==> src/include/ucr_defs.svh <==
// offsets, field positions and reset values of the uart control block
`ifndef UCR_DEFS_SVH
`define UCR_DEFS_SVH
`define UCR_OFF_STATUS 3'h2
`define UCR_OFF_CONTROL 3'h3
`define UCR_OFF_DIVISOR 3'h4
`define UCR_OFF_EOP 3'h5
`define UCR_CTRL_W 13
`define UCR_DIV_W 16
`define UCR_CHAR_W 8
`define UCR_DATA_W 16
`define UCR_BIT_PE 0
`define UCR_BIT_FE 1
`define UCR_BIT_BRK 2
`define UCR_BIT_ROE 3
`define UCR_BIT_TOE 4
`define UCR_BIT_TMT 5
`define UCR_BIT_TRDY 6
`define UCR_BIT_RRDY 7
`define UCR_BIT_EXC 8
`define UCR_BIT_BREAK 9
`define UCR_BIT_DCTS 10
`define UCR_BIT_RTS 11
`define UCR_BIT_EOP 12
`define UCR_CTRL_RST 13'h0000
`define UCR_EOP_RST 8'h00
`define UCR_DIV_RST 16'h01B1
`endif

==> src/include/ucr_pkg.sv <==
// types of the uart control block
package ucr_pkg;
    typedef logic [12:0] ucr_ctrl_t;
    typedef logic [15:0] ucr_div_t;
    typedef logic [7:0] ucr_char_t;
    typedef struct packed {
        ucr_ctrl_t ctrl;
        ucr_div_t div;
        ucr_char_t eop_char;
        logic eop_flag;
        logic [15:0] rdata;
        logic irq;
        logic txd;
        logic rts_n;
        logic exc;
    } ucr_state_t;
    typedef struct packed {
        ucr_div_t count;
        logic tick;
    } ucr_baud_state_t;
endpackage

==> src/verilog/ucr_baud_gen.sv <==
// baud tick generator: one tick every divisor plus one clocks
`timescale 1ns/1ps
`include "ucr_defs.svh"
module ucr_baud_gen
(
    // clock and reset
    input wire logic clk_in,
    input wire logic rst_n_in,
    // divisor
    input wire logic [15:0] divisor_in,
    // tick
    output logic tick_out
);
    ucr_pkg::ucr_baud_state_t state_reg;
    ucr_pkg::ucr_baud_state_t state_next;

    always_comb
    begin
        state_next = state_reg;
        state_next.tick = 1'b0;
        if (state_reg.count >= divisor_in)
        begin
            state_next.count = 16'h0000;
            state_next.tick = 1'b1;
        end
        else
        begin
            state_next.count = state_reg.count + 16'h0001;
        end
    end

    always_ff @(posedge clk_in or negedge rst_n_in)
    begin
        if (!rst_n_in)
        begin
            state_reg <= '0;
        end
        else
        begin
            state_reg <= state_next;
        end
    end

    assign tick_out = state_reg.tick;
endmodule

==> src/verilog/ucr_regs.sv <==
// uart control, divisor and end-of-packet registers with irq, break and rts
//
// What this block does
// control register reads back its current contents at any time
// irq raised when any status flag and its enable are both one
// error enables: parity 0, framing 1, break 2, rx overrun 3, tx overrun 4
// readiness enables: tx shift empty 5, tx holding ready 6, rx ready 7
// exception enable bit 8, cts change enable bit 10, packet end bit 12
// break bit 9 forces serial output low, overriding transmitter
// software clears the break bit after the break period; device never does
// active-low rts output is inverse of control bit 11
// rts bit writable any time, affects only the rts output
// without flow control, rts bit reads zero and ignores writes
// baud rate equals clock divided by divisor plus one
// without software baud option, divisor writes ignored, reads undefined
// end-of-packet character register sets the packet terminator
// end-of-packet character resets to zero
// without end-of-packet option, writes ignored, reads undefined
// packet-end flag set when terminator written to tx or read from rx
// exception flag is or of overrun, break, framing and parity flags
// all interrupt enables clear on reset
// control bits above 12 read zero, writes ignored
`timescale 1ns/1ps
`include "ucr_defs.svh"
module ucr_regs
#(
    parameter bit FLOW_CTRL_EN = 1'b1,
    parameter bit SOFT_BAUD_EN = 1'b1,
    parameter bit EOP_REG_EN = 1'b1
)
(
    // clock and reset
    input wire logic REF_CLK_IN,
    input wire logic RST_N_IN,
    // register port
    input wire logic [2:0] ADDRESS_IN,
    input wire logic CHIPSELECT_IN,
    input wire logic READ_IN,
    input wire logic WRITE_IN,
    input wire logic [15:0] WRITEDATA_IN,
    output logic [15:0] READDATA_OUT,
    // status flags from the uart datapath
    input wire logic PARITY_ERR_FLAG_IN,
    input wire logic FRAMING_ERR_FLAG_IN,
    input wire logic BREAK_DETECTED_FLAG_IN,
    input wire logic RX_OVERRUN_FLAG_IN,
    input wire logic TX_OVERRUN_FLAG_IN,
    input wire logic TX_SHIFT_EMPTY_IN,
    input wire logic TX_HOLDING_READY_IN,
    input wire logic RX_CHAR_READY_IN,
    input wire logic CTS_CHANGE_FLAG_IN,
    // character traffic for packet-end detection
    input wire logic TX_CHAR_WRITE_IN,
    input wire logic [7:0] TX_CHAR_IN,
    input wire logic RX_CHAR_READ_IN,
    input wire logic [7:0] RX_CHAR_IN,
    // transmitter level
    input wire logic TX_SERIAL_IN,
    // serial side and results
    output logic TXD_OUT,
    output logic RTS_N_OUT,
    output logic IRQ_OUT,
    output logic EXCEPTION_FLAG_OUT,
    output logic PACKET_END_FLAG_OUT,
    output logic [7:0] PACKET_END_CHAR_OUT,
    output logic BAUD_TICK_OUT
);
    ucr_pkg::ucr_state_t state_reg;
    ucr_pkg::ucr_state_t state_next;
    logic exc_next;
    logic [12:0] status_flags;
    logic [12:0] ctrl_mask;
    logic wr_en;
    logic rd_en;
    logic eop_hit;
    logic [15:0] div_used;

    assign wr_en = CHIPSELECT_IN & WRITE_IN;
    assign rd_en = CHIPSELECT_IN & READ_IN;

    always_comb
    begin
        ctrl_mask = 13'h1FFF;
        ctrl_mask[`UCR_BIT_RTS] = FLOW_CTRL_EN;
    end

    always_comb
    begin
        exc_next = PARITY_ERR_FLAG_IN | FRAMING_ERR_FLAG_IN | BREAK_DETECTED_FLAG_IN
            | RX_OVERRUN_FLAG_IN | TX_OVERRUN_FLAG_IN;
        status_flags = 13'h0000;
        status_flags[`UCR_BIT_PE] = PARITY_ERR_FLAG_IN;
        status_flags[`UCR_BIT_FE] = FRAMING_ERR_FLAG_IN;
        status_flags[`UCR_BIT_BRK] = BREAK_DETECTED_FLAG_IN;
        status_flags[`UCR_BIT_ROE] = RX_OVERRUN_FLAG_IN;
        status_flags[`UCR_BIT_TOE] = TX_OVERRUN_FLAG_IN;
        status_flags[`UCR_BIT_TMT] = TX_SHIFT_EMPTY_IN;
        status_flags[`UCR_BIT_TRDY] = TX_HOLDING_READY_IN;
        status_flags[`UCR_BIT_RRDY] = RX_CHAR_READY_IN;
        status_flags[`UCR_BIT_EXC] = exc_next;
        status_flags[`UCR_BIT_DCTS] = CTS_CHANGE_FLAG_IN & FLOW_CTRL_EN;
        status_flags[`UCR_BIT_EOP] = state_reg.eop_flag;
    end

    assign eop_hit = EOP_REG_EN
        & ((TX_CHAR_WRITE_IN & (TX_CHAR_IN == state_reg.eop_char))
        | (RX_CHAR_READ_IN & (RX_CHAR_IN == state_reg.eop_char)));

    always_comb
    begin
        state_next = state_reg;
        // register writes
        if (wr_en)
        begin
            case (ADDRESS_IN)
                `UCR_OFF_CONTROL:
                begin
                    state_next.ctrl = WRITEDATA_IN[12:0] & ctrl_mask;
                end
                `UCR_OFF_DIVISOR:
                begin
                    if (SOFT_BAUD_EN)
                    begin
                        state_next.div = WRITEDATA_IN;
                    end
                end
                `UCR_OFF_EOP:
                begin
                    if (EOP_REG_EN)
                    begin
                        state_next.eop_char = WRITEDATA_IN[7:0];
                    end
                end
                `UCR_OFF_STATUS:
                begin
                    state_next.eop_flag = 1'b0;
                end
                default:
                begin
                    state_next.ctrl = state_reg.ctrl;
                end
            endcase
        end
        // set wins over status-write clear
        if (eop_hit)
        begin
            state_next.eop_flag = 1'b1;
        end
        // registered read data
        state_next.rdata = 16'h0000;
        if (rd_en)
        begin
            case (ADDRESS_IN)
                `UCR_OFF_CONTROL:
                begin
                    state_next.rdata = {3'h0, state_reg.ctrl};
                end
                `UCR_OFF_DIVISOR:
                begin
                    state_next.rdata = SOFT_BAUD_EN ? state_reg.div : 16'h0000;
                end
                `UCR_OFF_EOP:
                begin
                    state_next.rdata = EOP_REG_EN ? {8'h00, state_reg.eop_char} : 16'h0000;
                end
                default:
                begin
                    state_next.rdata = 16'h0000;
                end
            endcase
        end
        state_next.irq = |(status_flags & state_reg.ctrl & 13'h15FF);
        state_next.txd = state_reg.ctrl[`UCR_BIT_BREAK] ? 1'b0 : TX_SERIAL_IN;
        state_next.rts_n = ~state_reg.ctrl[`UCR_BIT_RTS];
        state_next.exc = exc_next;
    end

    always_ff @(posedge REF_CLK_IN or negedge RST_N_IN)
    begin
        if (!RST_N_IN)
        begin
            state_reg.ctrl <= `UCR_CTRL_RST;
            state_reg.div <= `UCR_DIV_RST;
            state_reg.eop_char <= `UCR_EOP_RST;
            state_reg.eop_flag <= 1'b0;
            state_reg.rdata <= 16'h0000;
            state_reg.irq <= 1'b0;
            state_reg.txd <= 1'b1;
            state_reg.rts_n <= 1'b1;
            state_reg.exc <= 1'b0;
        end
        else
        begin
            state_reg <= state_next;
        end
    end

    assign div_used = SOFT_BAUD_EN ? state_reg.div : `UCR_DIV_RST;

    ucr_baud_gen u_baud
    (
        .clk_in(REF_CLK_IN),
        .rst_n_in(RST_N_IN),
        .divisor_in(div_used),
        .tick_out(BAUD_TICK_OUT)
    );

    assign READDATA_OUT = state_reg.rdata;
    assign TXD_OUT = state_reg.txd;
    assign RTS_N_OUT = state_reg.rts_n;
    assign IRQ_OUT = state_reg.irq;
    assign EXCEPTION_FLAG_OUT = state_reg.exc;
    assign PACKET_END_FLAG_OUT = state_reg.eop_flag;
    assign PACKET_END_CHAR_OUT = state_reg.eop_char;
endmodule

==> config.mk <==
export PLATFORM = sky130hd
export DESIGN_NAME = ucr_regs
export DESIGN_NICKNAME = d
export VERILOG_FILES = /design/src/include/ucr_pkg.sv /design/src/verilog/ucr_baud_gen.sv /design/src/verilog/ucr_regs.sv
export VERILOG_INCLUDE_DIRS = /design/src /design/src/include
export SDC_FILE = /design/constraint.sdc
export NUM_CORES = 1
export LEC_CHECK = 0
export BUFFER_PORTS_ARGS = -buffer_cell sky130_fd_sc_hd__buf_2
export CAP_MARGIN = 20
export CORE_ASPECT_RATIO = 1.5
export CORE_MARGIN = 8
export CORE_UTILIZATION = 45
export CTS_BUF_LIST = sky130_fd_sc_hd__clkbuf_16
export CTS_CLUSTER_DIAMETER = 30
export DETAILED_ROUTE_END_ITERATION = 12
export HOLD_SLACK_MARGIN = 0.12
export PLACE_DENSITY = 0.68
export SLEW_MARGIN = 20
export SYNTH_ARGS = -nofsm -noshare
export SYNTH_HDL_FRONTEND = slang
export SYNTH_SLANG_ARGS = --single-unit
==> constraint.sdc <==
create_clock -name REF_CLK_IN -period 2.58 [get_ports REF_CLK_IN]
set_input_delay 0.129 -clock REF_CLK_IN [delete_from_list [all_inputs] [get_ports REF_CLK_IN]]
set_output_delay 0.129 -clock REF_CLK_IN [all_outputs]
set_load 0.01 [all_outputs]
==> flow_metrics.env, run 1 <==
export IMPL_postLayoutCoreUtil_pct=56.25
export IMPL_area_delta_synth_final_pct=23.67
export IMPL_port_buffers=81
export IMPL_grt_max_degree=76
export IMPL_place_ws_ns=0.4142
export IMPL_clkPwrFrac_pct=31.6
export IMPL_p_int_mw=2.586
export IMPL_path_delay_family="buffers and inverters"
export IMPL_die_w_um=92.44
export IMPL_pwr_share_comb_pct=24.1
export IMPL_critPathSlowestCell="dlygate4sd3_1"
export IMPL_num_antenna_cells=0
export IMPL_htree_levels=3
export IMPL_ir_drop_v=0.0003498
export IMPL_syn_inst=351
export IMPL_cts_buffers_inserted=9
export IMPL_p_leak_nw=2.337
export IMPL_rsz0062_at_grt="no"
export IMPL_arrival_ns=2.38
export IMPL_yosysTopAreaCell="dfrtp_1"
export IMPL_fin_ws_ns=0.4026
export IMPL_timing_critical_path_buf_inv=4
export IMPL_crit_type="input port to register"
export IMPL_layout_commonest_cell="buf_2"
export IMPL_yosys_area_share_simple_pct=13.52
export IMPL_cp_start_kind="input port"
export IMPL_routed_wl_mm=9.238
export IMPL_wire_per_inst_um=16.50
export IMPL_clk_latency_ns=0.32
export IMPL_ys_seq_area_share_pct=47.81
export IMPL_fin_total_pwr_mw=3.694
export IMPL_dp_hpwl_mm=6.926
export IMPL_worst_path_max_fanout=13
export IMPL_drc=0
export IMPL_setup_tns_ns=0
export IMPL_cts_root_buf="clkbuf_16"
export IMPL_synth_edf_count=0
export IMPL_hp_start="READ_IN"
export IMPL_grt_pass1_vias=3153
export IMPL_nFillCells=750
export IMPL_post_cts_resized=0
export IMPL_ys_types=43
export IMPL_p_switching_mw=1.108
export IMPL_clkTransAtPathRegs_ns=0.06
export IMPL_clock_sinks=75
export IMPL_muxShareOfSynthArea_pct=10.56
export IMPL_gp_congestion=0.8304
export IMPL_first_iter_violations=88
export IMPL_period_share_pct=84.39
export IMPL_period_minus_slack_ns=2.177
export IMPL_rr_worst_depth=6
export IMPL_cts_tree="built"
export IMPL_synth_top_family_by_area="simple AND/OR/NAND/NOR gates"
export IMPL_track_usage_pct=16.35
export IMPL_route_vias_total=2909
export IMPL_hold_path_class="input port to register"
export IMPL_fmax_mhz=459.3
export IMPL_final_nets=514
export IMPL_die_area_um2=12080
export IMPL_seqPwrFrac_pct=44.2
export IMPL_cts_buffer_depth=2
export IMPL_avgSynthCellArea_um2=11.24
export IMPL_ff2ff_setup_slack_ns=0.42
export IMPL_worstPathRequired_ns=2.78
export IMPL_drv_slew=0
export IMPL_synth_area_um2=3944
export IMPL_end_kind="register"
export IMPL_die_h_um=130.7
export IMPL_holdPathStages=3
export IMPL_antenna_found_initial=0
export IMPL_finClkSkew_ns=0.005440
export IMPL_crit_top_cell="buf_4"
export IMPL_synthArstFlopShare_pct=100.0
export IMPL_coreArea_um2=8671
export IMPL_path_cells="dlygate4sd3_1, buf_2, nor2b_1, buf_4, and2b_1, and3_1, buf_4, mux2_1"
export IMPL_sw_frac_of_total_pct=30.00
export IMPL_layout_common_cells="81 x buf_2, 68 x dfrtp_1, 27 x dlygate4sd3_1, 26 x inv_1, 24 x mux2_2"
export IMPL_syn_nets=420
export IMPL_r2r_start="div_used[0]"
export IMPL_rows=42
export IMPL_drive_above_1_share_pct=33.11
export IMPL_holdWs_ns=0.2464
export IMPL_ys_top_cells_by_area="dfrtp_1 43%, mux2_2 6.9%, ha_1 5.4%, dfstp_2 4.7%, buf_4 4.6%"
export IMPL_outcome="completed"
export IMPL_synth_top_area_share_pct=43.15
export IMPL_synthAdderAreaFrac_pct=5.393
export IMPL_antenna_left=0
export IMPL_tightest_slew_ns=0.4985
export IMPL_slowest_delay_ns=0.52
export IMPL_dr_pass1_iters=4
export IMPL_viasPerCell=5.195
export IMPL_num_io_pins=82
export IMPL_start_util_pct=45.48
export IMPL_setup_viol=0
export IMPL_p_per_area_nw_per_um2=757.5
export IMPL_grt_pass1_wl_mm=15.53
export IMPL_synth_xor_area_share_pct=6.440
export IMPL_hold_path_end="READDATA_OUT[13]"
export IMPL_ys_seq_elements=75
export IMPL_synth_warning_count=0
export IMPL_finalHoldViolations=0
export IMPL_grt_ovfl_total=0
export IMPL_cap_violations=0
export IMPL_synth_ff_type="dfrtp_1"
export IMPL_r2r_end="u_baud.tick_out"
export IMPL_synth_compound_area_share_pct=8.027
export IMPL_relSlewSlack_pct=66.66
## layout make-up
cell class / count / area, µm² / area share (%)
clock buffer: 9 / 225.2 / 4.618
clock inverter: 7 / 53.80 / 1.103
inverter: 23 / 86.33 / 1.770
multi-input combinational: 219 / 1733 / 35.53
sequential: 75 / 1886 / 38.66
tap: 110 / 137.6 / 2.822
timing repair buffer: 117 / 755.7 / 15.50
## per-stage QoR
stage                     cell area, µm²  instances
after floorplan                     3944        351
after global placement              4328        517
after detailed placement            4328        517
after CTS                           4877        560
after global routing                4877        560
final                               4877        560
## power groups by stage
stage | clock network [mW] | registers [mW] | logic (mW)
2_1_floorplan | 0 | 1.58 | 0.642
3_3_place_gp | 0 | 1.64 | 0.824
3_5_place_dp | 0 | 1.65 | 0.853
4_1_cts | 1.19 | 1.63 | 0.903
5_1_grt | 1.25 | 1.66 | 1.01
6_report | 1.17 | 1.63 | 0.892
## worst max path at each step
| stage | startpoint | to | depth (start not counted) |
|---|---|---|---|
| floorplan | div_used[8] | u_baud.state_reg[10] | 7 |
| global placement | div_used[8] | u_baud.state_reg[7] | 7 |
| detailed placement | div_used[0] | u_baud.tick_out | 6 |
| CTS | ADDRESS_IN[2] | div_used[9] | 8 |
| global route | ADDRESS_IN[2] | div_used[9] | 8 |
| finish | ADDRESS_IN[2] | div_used[9] | 8 |
## cell families (layout without fill, tap and decap cells)
| family | count (synthesis) | count (layout) |
|---|---|---|
| simple gates | 94 | 94 |
| xor+xnor | 29 | 29 |
| flops | 75 | 75 |
| fa+ha+maj | 17 | 17 |
| buf+inv | 57 | 156 |
| mux | 37 | 37 |
| compound gates | 42 | 42 |
## Yosys cell counts (all sizes together) (8+ instances only)
master	number
xor2	16
nor2	19
a22oi	17
ha	17
nand4	11
inv	23
dfrtp	68
nand2	17
mux2	37
xnor2	13
nor3	20
o21ai	8
buf	31
## metal layers
metal / track usage (%) / vias to the layer above / share of wire [%]
met3: 4.059 / 22 / 4.7
met5: 0 / - / 0
met1: 17.39 / 1410 / 38
met4: 9.048 / 0 / 3.5
li1: - / 1397 / -
met2: 29.01 / 80 / 54
## repair_timing
action	in CTS	in global routing
hold buffers	27	0
buffers inserted	0	0
endpoints found under the hold margin	109	0
## worst register-to-register path, stage by stage, from the launching register on
cell and delay, ns:
dfstp_2 0.54, ha_1 0.23, nand2b_1 0.16, a2111oi_2 0.53
o32ai_4 0.14, buf_4 0.23, or2_1 0.22
No activity file was read; power rests on OpenSTA's default activity.
==> inputs of run 2 (changes only) <==
- PLACE_DENSITY: 0.68 -> 0.7
- clock period: 2.58 -> 1.79 ns (I/O delays scaled with it)
==> run 2 against run 1 <==
The run now ends with negative setup slack left. Register-to-register slack got worse by 0.65 ns. Setup slack got worse by 0.63 ns. Sequential power rose by 40%. Critical path depth fell by 1. Cell count rose by 5.7%. Utilization rose by 3.5 points. Critical path type is now register to register. Largest cell class unchanged. Sequential cell count did not move. Clock-buffer cell count did not move.
==> flow_metrics.env, run 2 (same netlist as run 1, synthesis figures left out) <==
export IMPL_outcome="finished, violations left"
export IMPL_violations="negative setup slack"
export IMPL_port_buffers=81
export IMPL_layout_commonest_cell="buf_2"
export IMPL_track_usage_pct=17.45
export IMPL_die_area_um2=12080
export IMPL_cp_start_kind="register"
export IMPL_cap_violations=0
export IMPL_sw_frac_of_total_pct=30.85
export IMPL_worst_path_max_fanout=17
export IMPL_regArea_um2=1888
export IMPL_seqPwrFrac_pct=41.6
export IMPL_finalHoldViolations=0
export IMPL_die_w_um=92.44
export IMPL_grt_pass1_vias=3308
export IMPL_finClkSkew_ns=0.004660
export IMPL_route_vias_total=3084
export IMPL_top_usage_layer="met2"
export IMPL_path_delay_family="flip-flops"
export IMPL_clock_sinks=75
export IMPL_first_iter_violations=111
export IMPL_end_kind="register"
export IMPL_area_delta_synth_final_pct=31.47
export IMPL_slowest_delay_ns=0.53
export IMPL_holdWs_ns=0.1170
export IMPL_rows=42
export IMPL_period_minus_slack_ns=2.021
export IMPL_grt_pass1_wl_mm=16.35
export IMPL_hold_path_class="input port to register"
export IMPL_viasPerCell=5.209
export IMPL_period_share_pct=112.9
export IMPL_fin_ws_ns=-0.2310
export IMPL_antenna_found_initial=0
export IMPL_dp_hpwl_mm=7.474
export IMPL_placed_cells=543
export IMPL_p_per_area_nw_per_um2=1060
export IMPL_gp_congestion=0.8662
export IMPL_tightest_slew_ns=0.5007
export IMPL_grt_ovfl_total=0
export IMPL_final_nets=546
export IMPL_arrival_ns=2.21
export IMPL_p_leak_nw=2.442
export IMPL_cts_buffer_depth=2
export IMPL_multi_input_area_um2=1785
export IMPL_relSlewSlack_pct=66.52
export IMPL_wire_per_inst_um=16.90
export IMPL_die_h_um=130.7
export IMPL_drv_slew=0
export IMPL_r2r_start="div_used[7]"
export IMPL_stdcell_count=592
export IMPL_antenna_left=0
export IMPL_p_int_mw=3.799
export IMPL_cts_tree="built"
export IMPL_fin_total_pwr_mw=5.494
export IMPL_hp_start="TX_CHAR_IN[2]"
export IMPL_clkTransAtPathRegs_ns=0.05
export IMPL_num_antenna_cells=0
export IMPL_clk_latency_ns=0.33
export IMPL_timing_critical_path_buf_inv=2
export IMPL_fmax_mhz=494.8
export IMPL_postLayoutCoreUtil_pct=59.80
export IMPL_rsz0062_at_grt="yes"
export IMPL_coreArea_um2=8671
export IMPL_routed_wl_mm=10.00
export IMPL_cts_root_buf="clkbuf_16"
export IMPL_path_cells="inv_2, ha_4, nand4_1, or3_4, o32ai_4, buf_12, a211oi_1"
export IMPL_num_io_pins=82
export IMPL_nFillCells=693
export IMPL_crit_start="div_used[7]"
export IMPL_ir_drop_v=0.0006092
export IMPL_htree_levels=3
export IMPL_use_met1_pct=16.51
export IMPL_setup_viol=17
export IMPL_place_ws_ns=-0.2328
export IMPL_dr_pass1_iters=4
export IMPL_worstPathRequired_ns=1.98
export IMPL_clkPwrFrac_pct=28.0
export IMPL_layout_common_cells="81 x buf_2, 66 x dfrtp_1, 33 x buf_4, 32 x dlygate4sd3_1"
export IMPL_crit_type="register to register"
export IMPL_grtUsageMet2_pct=33.36
export IMPL_cts_buffers_inserted=9
export IMPL_pwr_share_comb_pct=30.4
export IMPL_critPathSlowestCell="dfstp_2"
export IMPL_p_switching_mw=1.695
export IMPL_drive_above_1_share_pct=38.38
export IMPL_grt_use_met3_pct=4.631
export IMPL_start_util_pct=45.48
export IMPL_drc=0
export IMPL_grt_max_degree=76
[run 2: worst paths after layout]
kind                                         to  slack, ns  depth (start not counted)
setup / recovery           u_baud.state_reg[16]      -0.23                          7
hold / removal              PACKET_END_FLAG_OUT       0.12                          4
setup reg to reg           u_baud.state_reg[16]      -0.23                          7
hold reg to reg                       RTS_N_OUT       0.43                          1
max in group asynchronous           div_used[8]       1.09                          3
min in group asynchronous       u_baud.tick_out       0.34                          3
[run 2: cell type report]
cell class	count	share of cell area, %
Clock buffer	9	4.344
Clock inverter	7	0.5550
Timing Repair Buffer	149	19.93
Tap cell	110	2.654
Inverter	23	1.665
Sequential cell	75	36.41
Multi-Input combinational cell	219	34.44
[run 2: what timing repair did]
item	CTS	global route
hold buffers	33	0
endpoints found under the hold margin	116	0
gates resized for setup	2	5
cloned	0	0
setup endpoints to repair	17	19
buffers inserted	0	1
pin swaps	0	2
[run 2: tightest hold or removal path: stages]
cell and delay (ns):
buf_2 0.09, xnor2_1 0.06, nand4_1 0.08, nand3_1 0.07
[run 2: power by group through the flow]
stage | Combinational (mW) | Clock (mW) | Sequential [mW]
floorplan | 0.974 | 0 | 2.28
global placement | 1.50 | 0 | 2.28
detailed placement | 1.56 | 0 | 2.29
CTS | 1.67 | 1.57 | 2.27
global route | 1.85 | 1.66 | 2.32
finish | 1.67 | 1.54 | 2.28
[run 2: per-layer routing]
metal	routed length [µm]	part of all wire, %	vias up
li1	-	-	1461
met1	3451	34	1514
met2	5737	57	89
met3	493	4.9	20
met4	321	3.2	0
met5	0	0	-
[run 2: stage by stage]
step	cell area (µm²)	setup TNS (ns)
after detailed placement	4573	-3.461
after global routing	5185	-4.222
after floorplan	3969	-1.633
after CTS	5174	-3.414
after global placement	4573	-2.456
final	5185	-3.392
==> inputs of run 3 (changes only) <==
==> constraint.sdc (replaced) <==
create_clock -name REF_CLK_IN -period 1.79 [get_ports REF_CLK_IN]
set_input_delay 0.358 -clock REF_CLK_IN [delete_from_list [all_inputs] [get_ports REF_CLK_IN]]
set_output_delay 0.358 -clock REF_CLK_IN [all_outputs]
set_load 0.01 [all_outputs]
==> run 3 against run 2 <==
The run still ends with negative setup slack left. Global-route usage fell by 1.1 points. Total power rose by 1.4%. Non-clock buffer count fell by 31. Largest power group unchanged. Largest cell class unchanged.
==> flow_metrics.env, run 3 (same netlist as run 1, synthesis figures left out) <==
export IMPL_p_per_area_nw_per_um2=1132
export IMPL_grt_ovfl_total=0
export IMPL_cts_buffers_inserted=9
export IMPL_violations="negative setup slack"
export IMPL_placed_cells=544
export IMPL_cts_buffer_depth=2
export IMPL_drive_above_1_share_pct=40.80
export IMPL_rsz0062_at_grt="yes"
export IMPL_setup_tns_ns=-2.856
export IMPL_fin_total_pwr_mw=5.568
export IMPL_final_area_um2=4920
export IMPL_stdcell_count=561
export IMPL_final_nets=515
export IMPL_num_io_pins=82
export IMPL_layout_common_cells="81 x buf_2, 68 x dfrtp_1, 32 x buf_4, 24 x mux2_2, 22 x inv_1"
export IMPL_clock_sinks=75
export IMPL_postLayoutCoreUtil_pct=56.74
export IMPL_finClkSkew_ns=0.004736
export IMPL_die_w_um=92.44
export IMPL_holdWs_ns=0.2501
export IMPL_clk_latency_ns=0.32
export IMPL_period_minus_slack_ns=1.982
export IMPL_die_area_um2=12080
export IMPL_rr_worst_depth=7
export IMPL_coreArea_um2=8671
export IMPL_postCtsSetupBuffers=0
export IMPL_routed_wl_mm=9.473
export IMPL_antenna_found_initial=0
export IMPL_outcome="finished, violations left"
export IMPL_fin_ws_ns=-0.1924
export IMPL_drv_slew=0
export IMPL_relSlewSlack_pct=63.82
export IMPL_clkTransAtPathRegs_ns=0.06
export IMPL_dr_pass1_iters=4
export IMPL_ir_drop_v=0.0005516
export IMPL_holdPathStages=2
export IMPL_placed_area_um2=4593
export IMPL_start_util_pct=45.48
export IMPL_antenna_left=0
export IMPL_die_h_um=130.7
export IMPL_worst_path_max_fanout=17
export IMPL_worstPathRequired_ns=1.98
export IMPL_port_buffers=81
export IMPL_track_usage_pct=16.30
export IMPL_viasPerCell=5.251
export IMPL_end_kind="register"
export IMPL_layout_commonest_cell="buf_2"
export IMPL_dp_hpwl_mm=7.322
export IMPL_cp_start_kind="register"
export IMPL_hold_path_class="input port to register"
export IMPL_finalHoldViolations=0
export IMPL_drc=0
export IMPL_period_share_pct=110.7
export IMPL_route_vias_total=2946
export IMPL_num_antenna_cells=0
export IMPL_p_leak_nw=2.323
export IMPL_crit_type="register to register"
export IMPL_area_delta_synth_final_pct=24.75
export IMPL_htree_levels=3
export IMPL_gp_congestion=0.8402
export IMPL_tightest_slew_ns=0.5411
export IMPL_setup_viol=17
export IMPL_rows=42
export IMPL_grt_pass1_vias=3160
export IMPL_grt_max_degree=76
export IMPL_cts_tree="built"
export IMPL_grt_pass1_wl_mm=15.28
export IMPL_place_ws_ns=-0.2123
export IMPL_fmax_mhz=504.4
export IMPL_first_iter_violations=101
export IMPL_arrival_ns=2.17
export IMPL_wire_per_inst_um=16.89
export IMPL_cts_root_buf="clkbuf_16"
export IMPL_cap_violations=0
[run 3: changes by cell type in the layout (fill, tap and decap cells not counted), sizes merged]
cell | previous run | this run
bufinv | 0 | 1
clkinv | 4 | 3
dlygate4sd3 | 32 | 1
[run 3: area by class of cell]
class,count,area (µm²)
Sequential cell,75,1886
Fill cell,757,3751
Clock inverter,7,53.80
Clock buffer,9,225.2
Timing Repair Buffer,118,735.7
Inverter,23,86.33
Multi-Input combinational cell,219,1795
Tap cell,110,137.6
[run 3: final timing paths]
check                               from                   end  slack (ns)
max                          div_used[7]  u_baud.state_reg[16]       -0.19
max reg2reg                  div_used[7]  u_baud.state_reg[16]       -0.19
min in group asynchronous       RST_N_IN          div_used[14]        0.58
min                         TX_SERIAL_IN               TXD_OUT        0.25
max in group asynchronous       RST_N_IN             RTS_N_OUT        0.84
min reg2reg                state_reg[56]             RTS_N_OUT        0.41
[run 3: routing by layer]
layer	GRT usage, %	wire length [µm]	vias to the layer above	share of wire, %
li1	-	-	1405	-
met1	15.39	3449	1445	36
met2	31.29	5269	76	56
met3	3.888	462	20	4.9
met4	9.143	291	0	3.1
met5	0	0	-	0
[run 3: worst max-delay path: stages (launching register included)]
cell and delay (ns):
dfstp_2 0.53, inv_2 0.04, ha_4 0.26, nand4_1 0.11
or3_4 0.39, o32ai_4 0.25, buf_12 0.20, a211oi_1 0.06
[run 3: report_power, final]
| part | switching, mW | internal [mW] |
|---|---|---|
| Sequential | 0.257 | 2.02 |
| Clock | 0.636 | 1.05 |
| Combinational | 0.789 | 0.813 |
| Total | 1.68 | 3.89 |
[run 3: repair_timing]
item | in CTS | in global routing
endpoints found under the hold margin | 68 | 0
cloned | 0 | 0
gates resized for setup | 4 | 2
endpoints found under the setup margin | 17 | 17
pin swaps | 1 | 0
hold buffers | 1 | 0
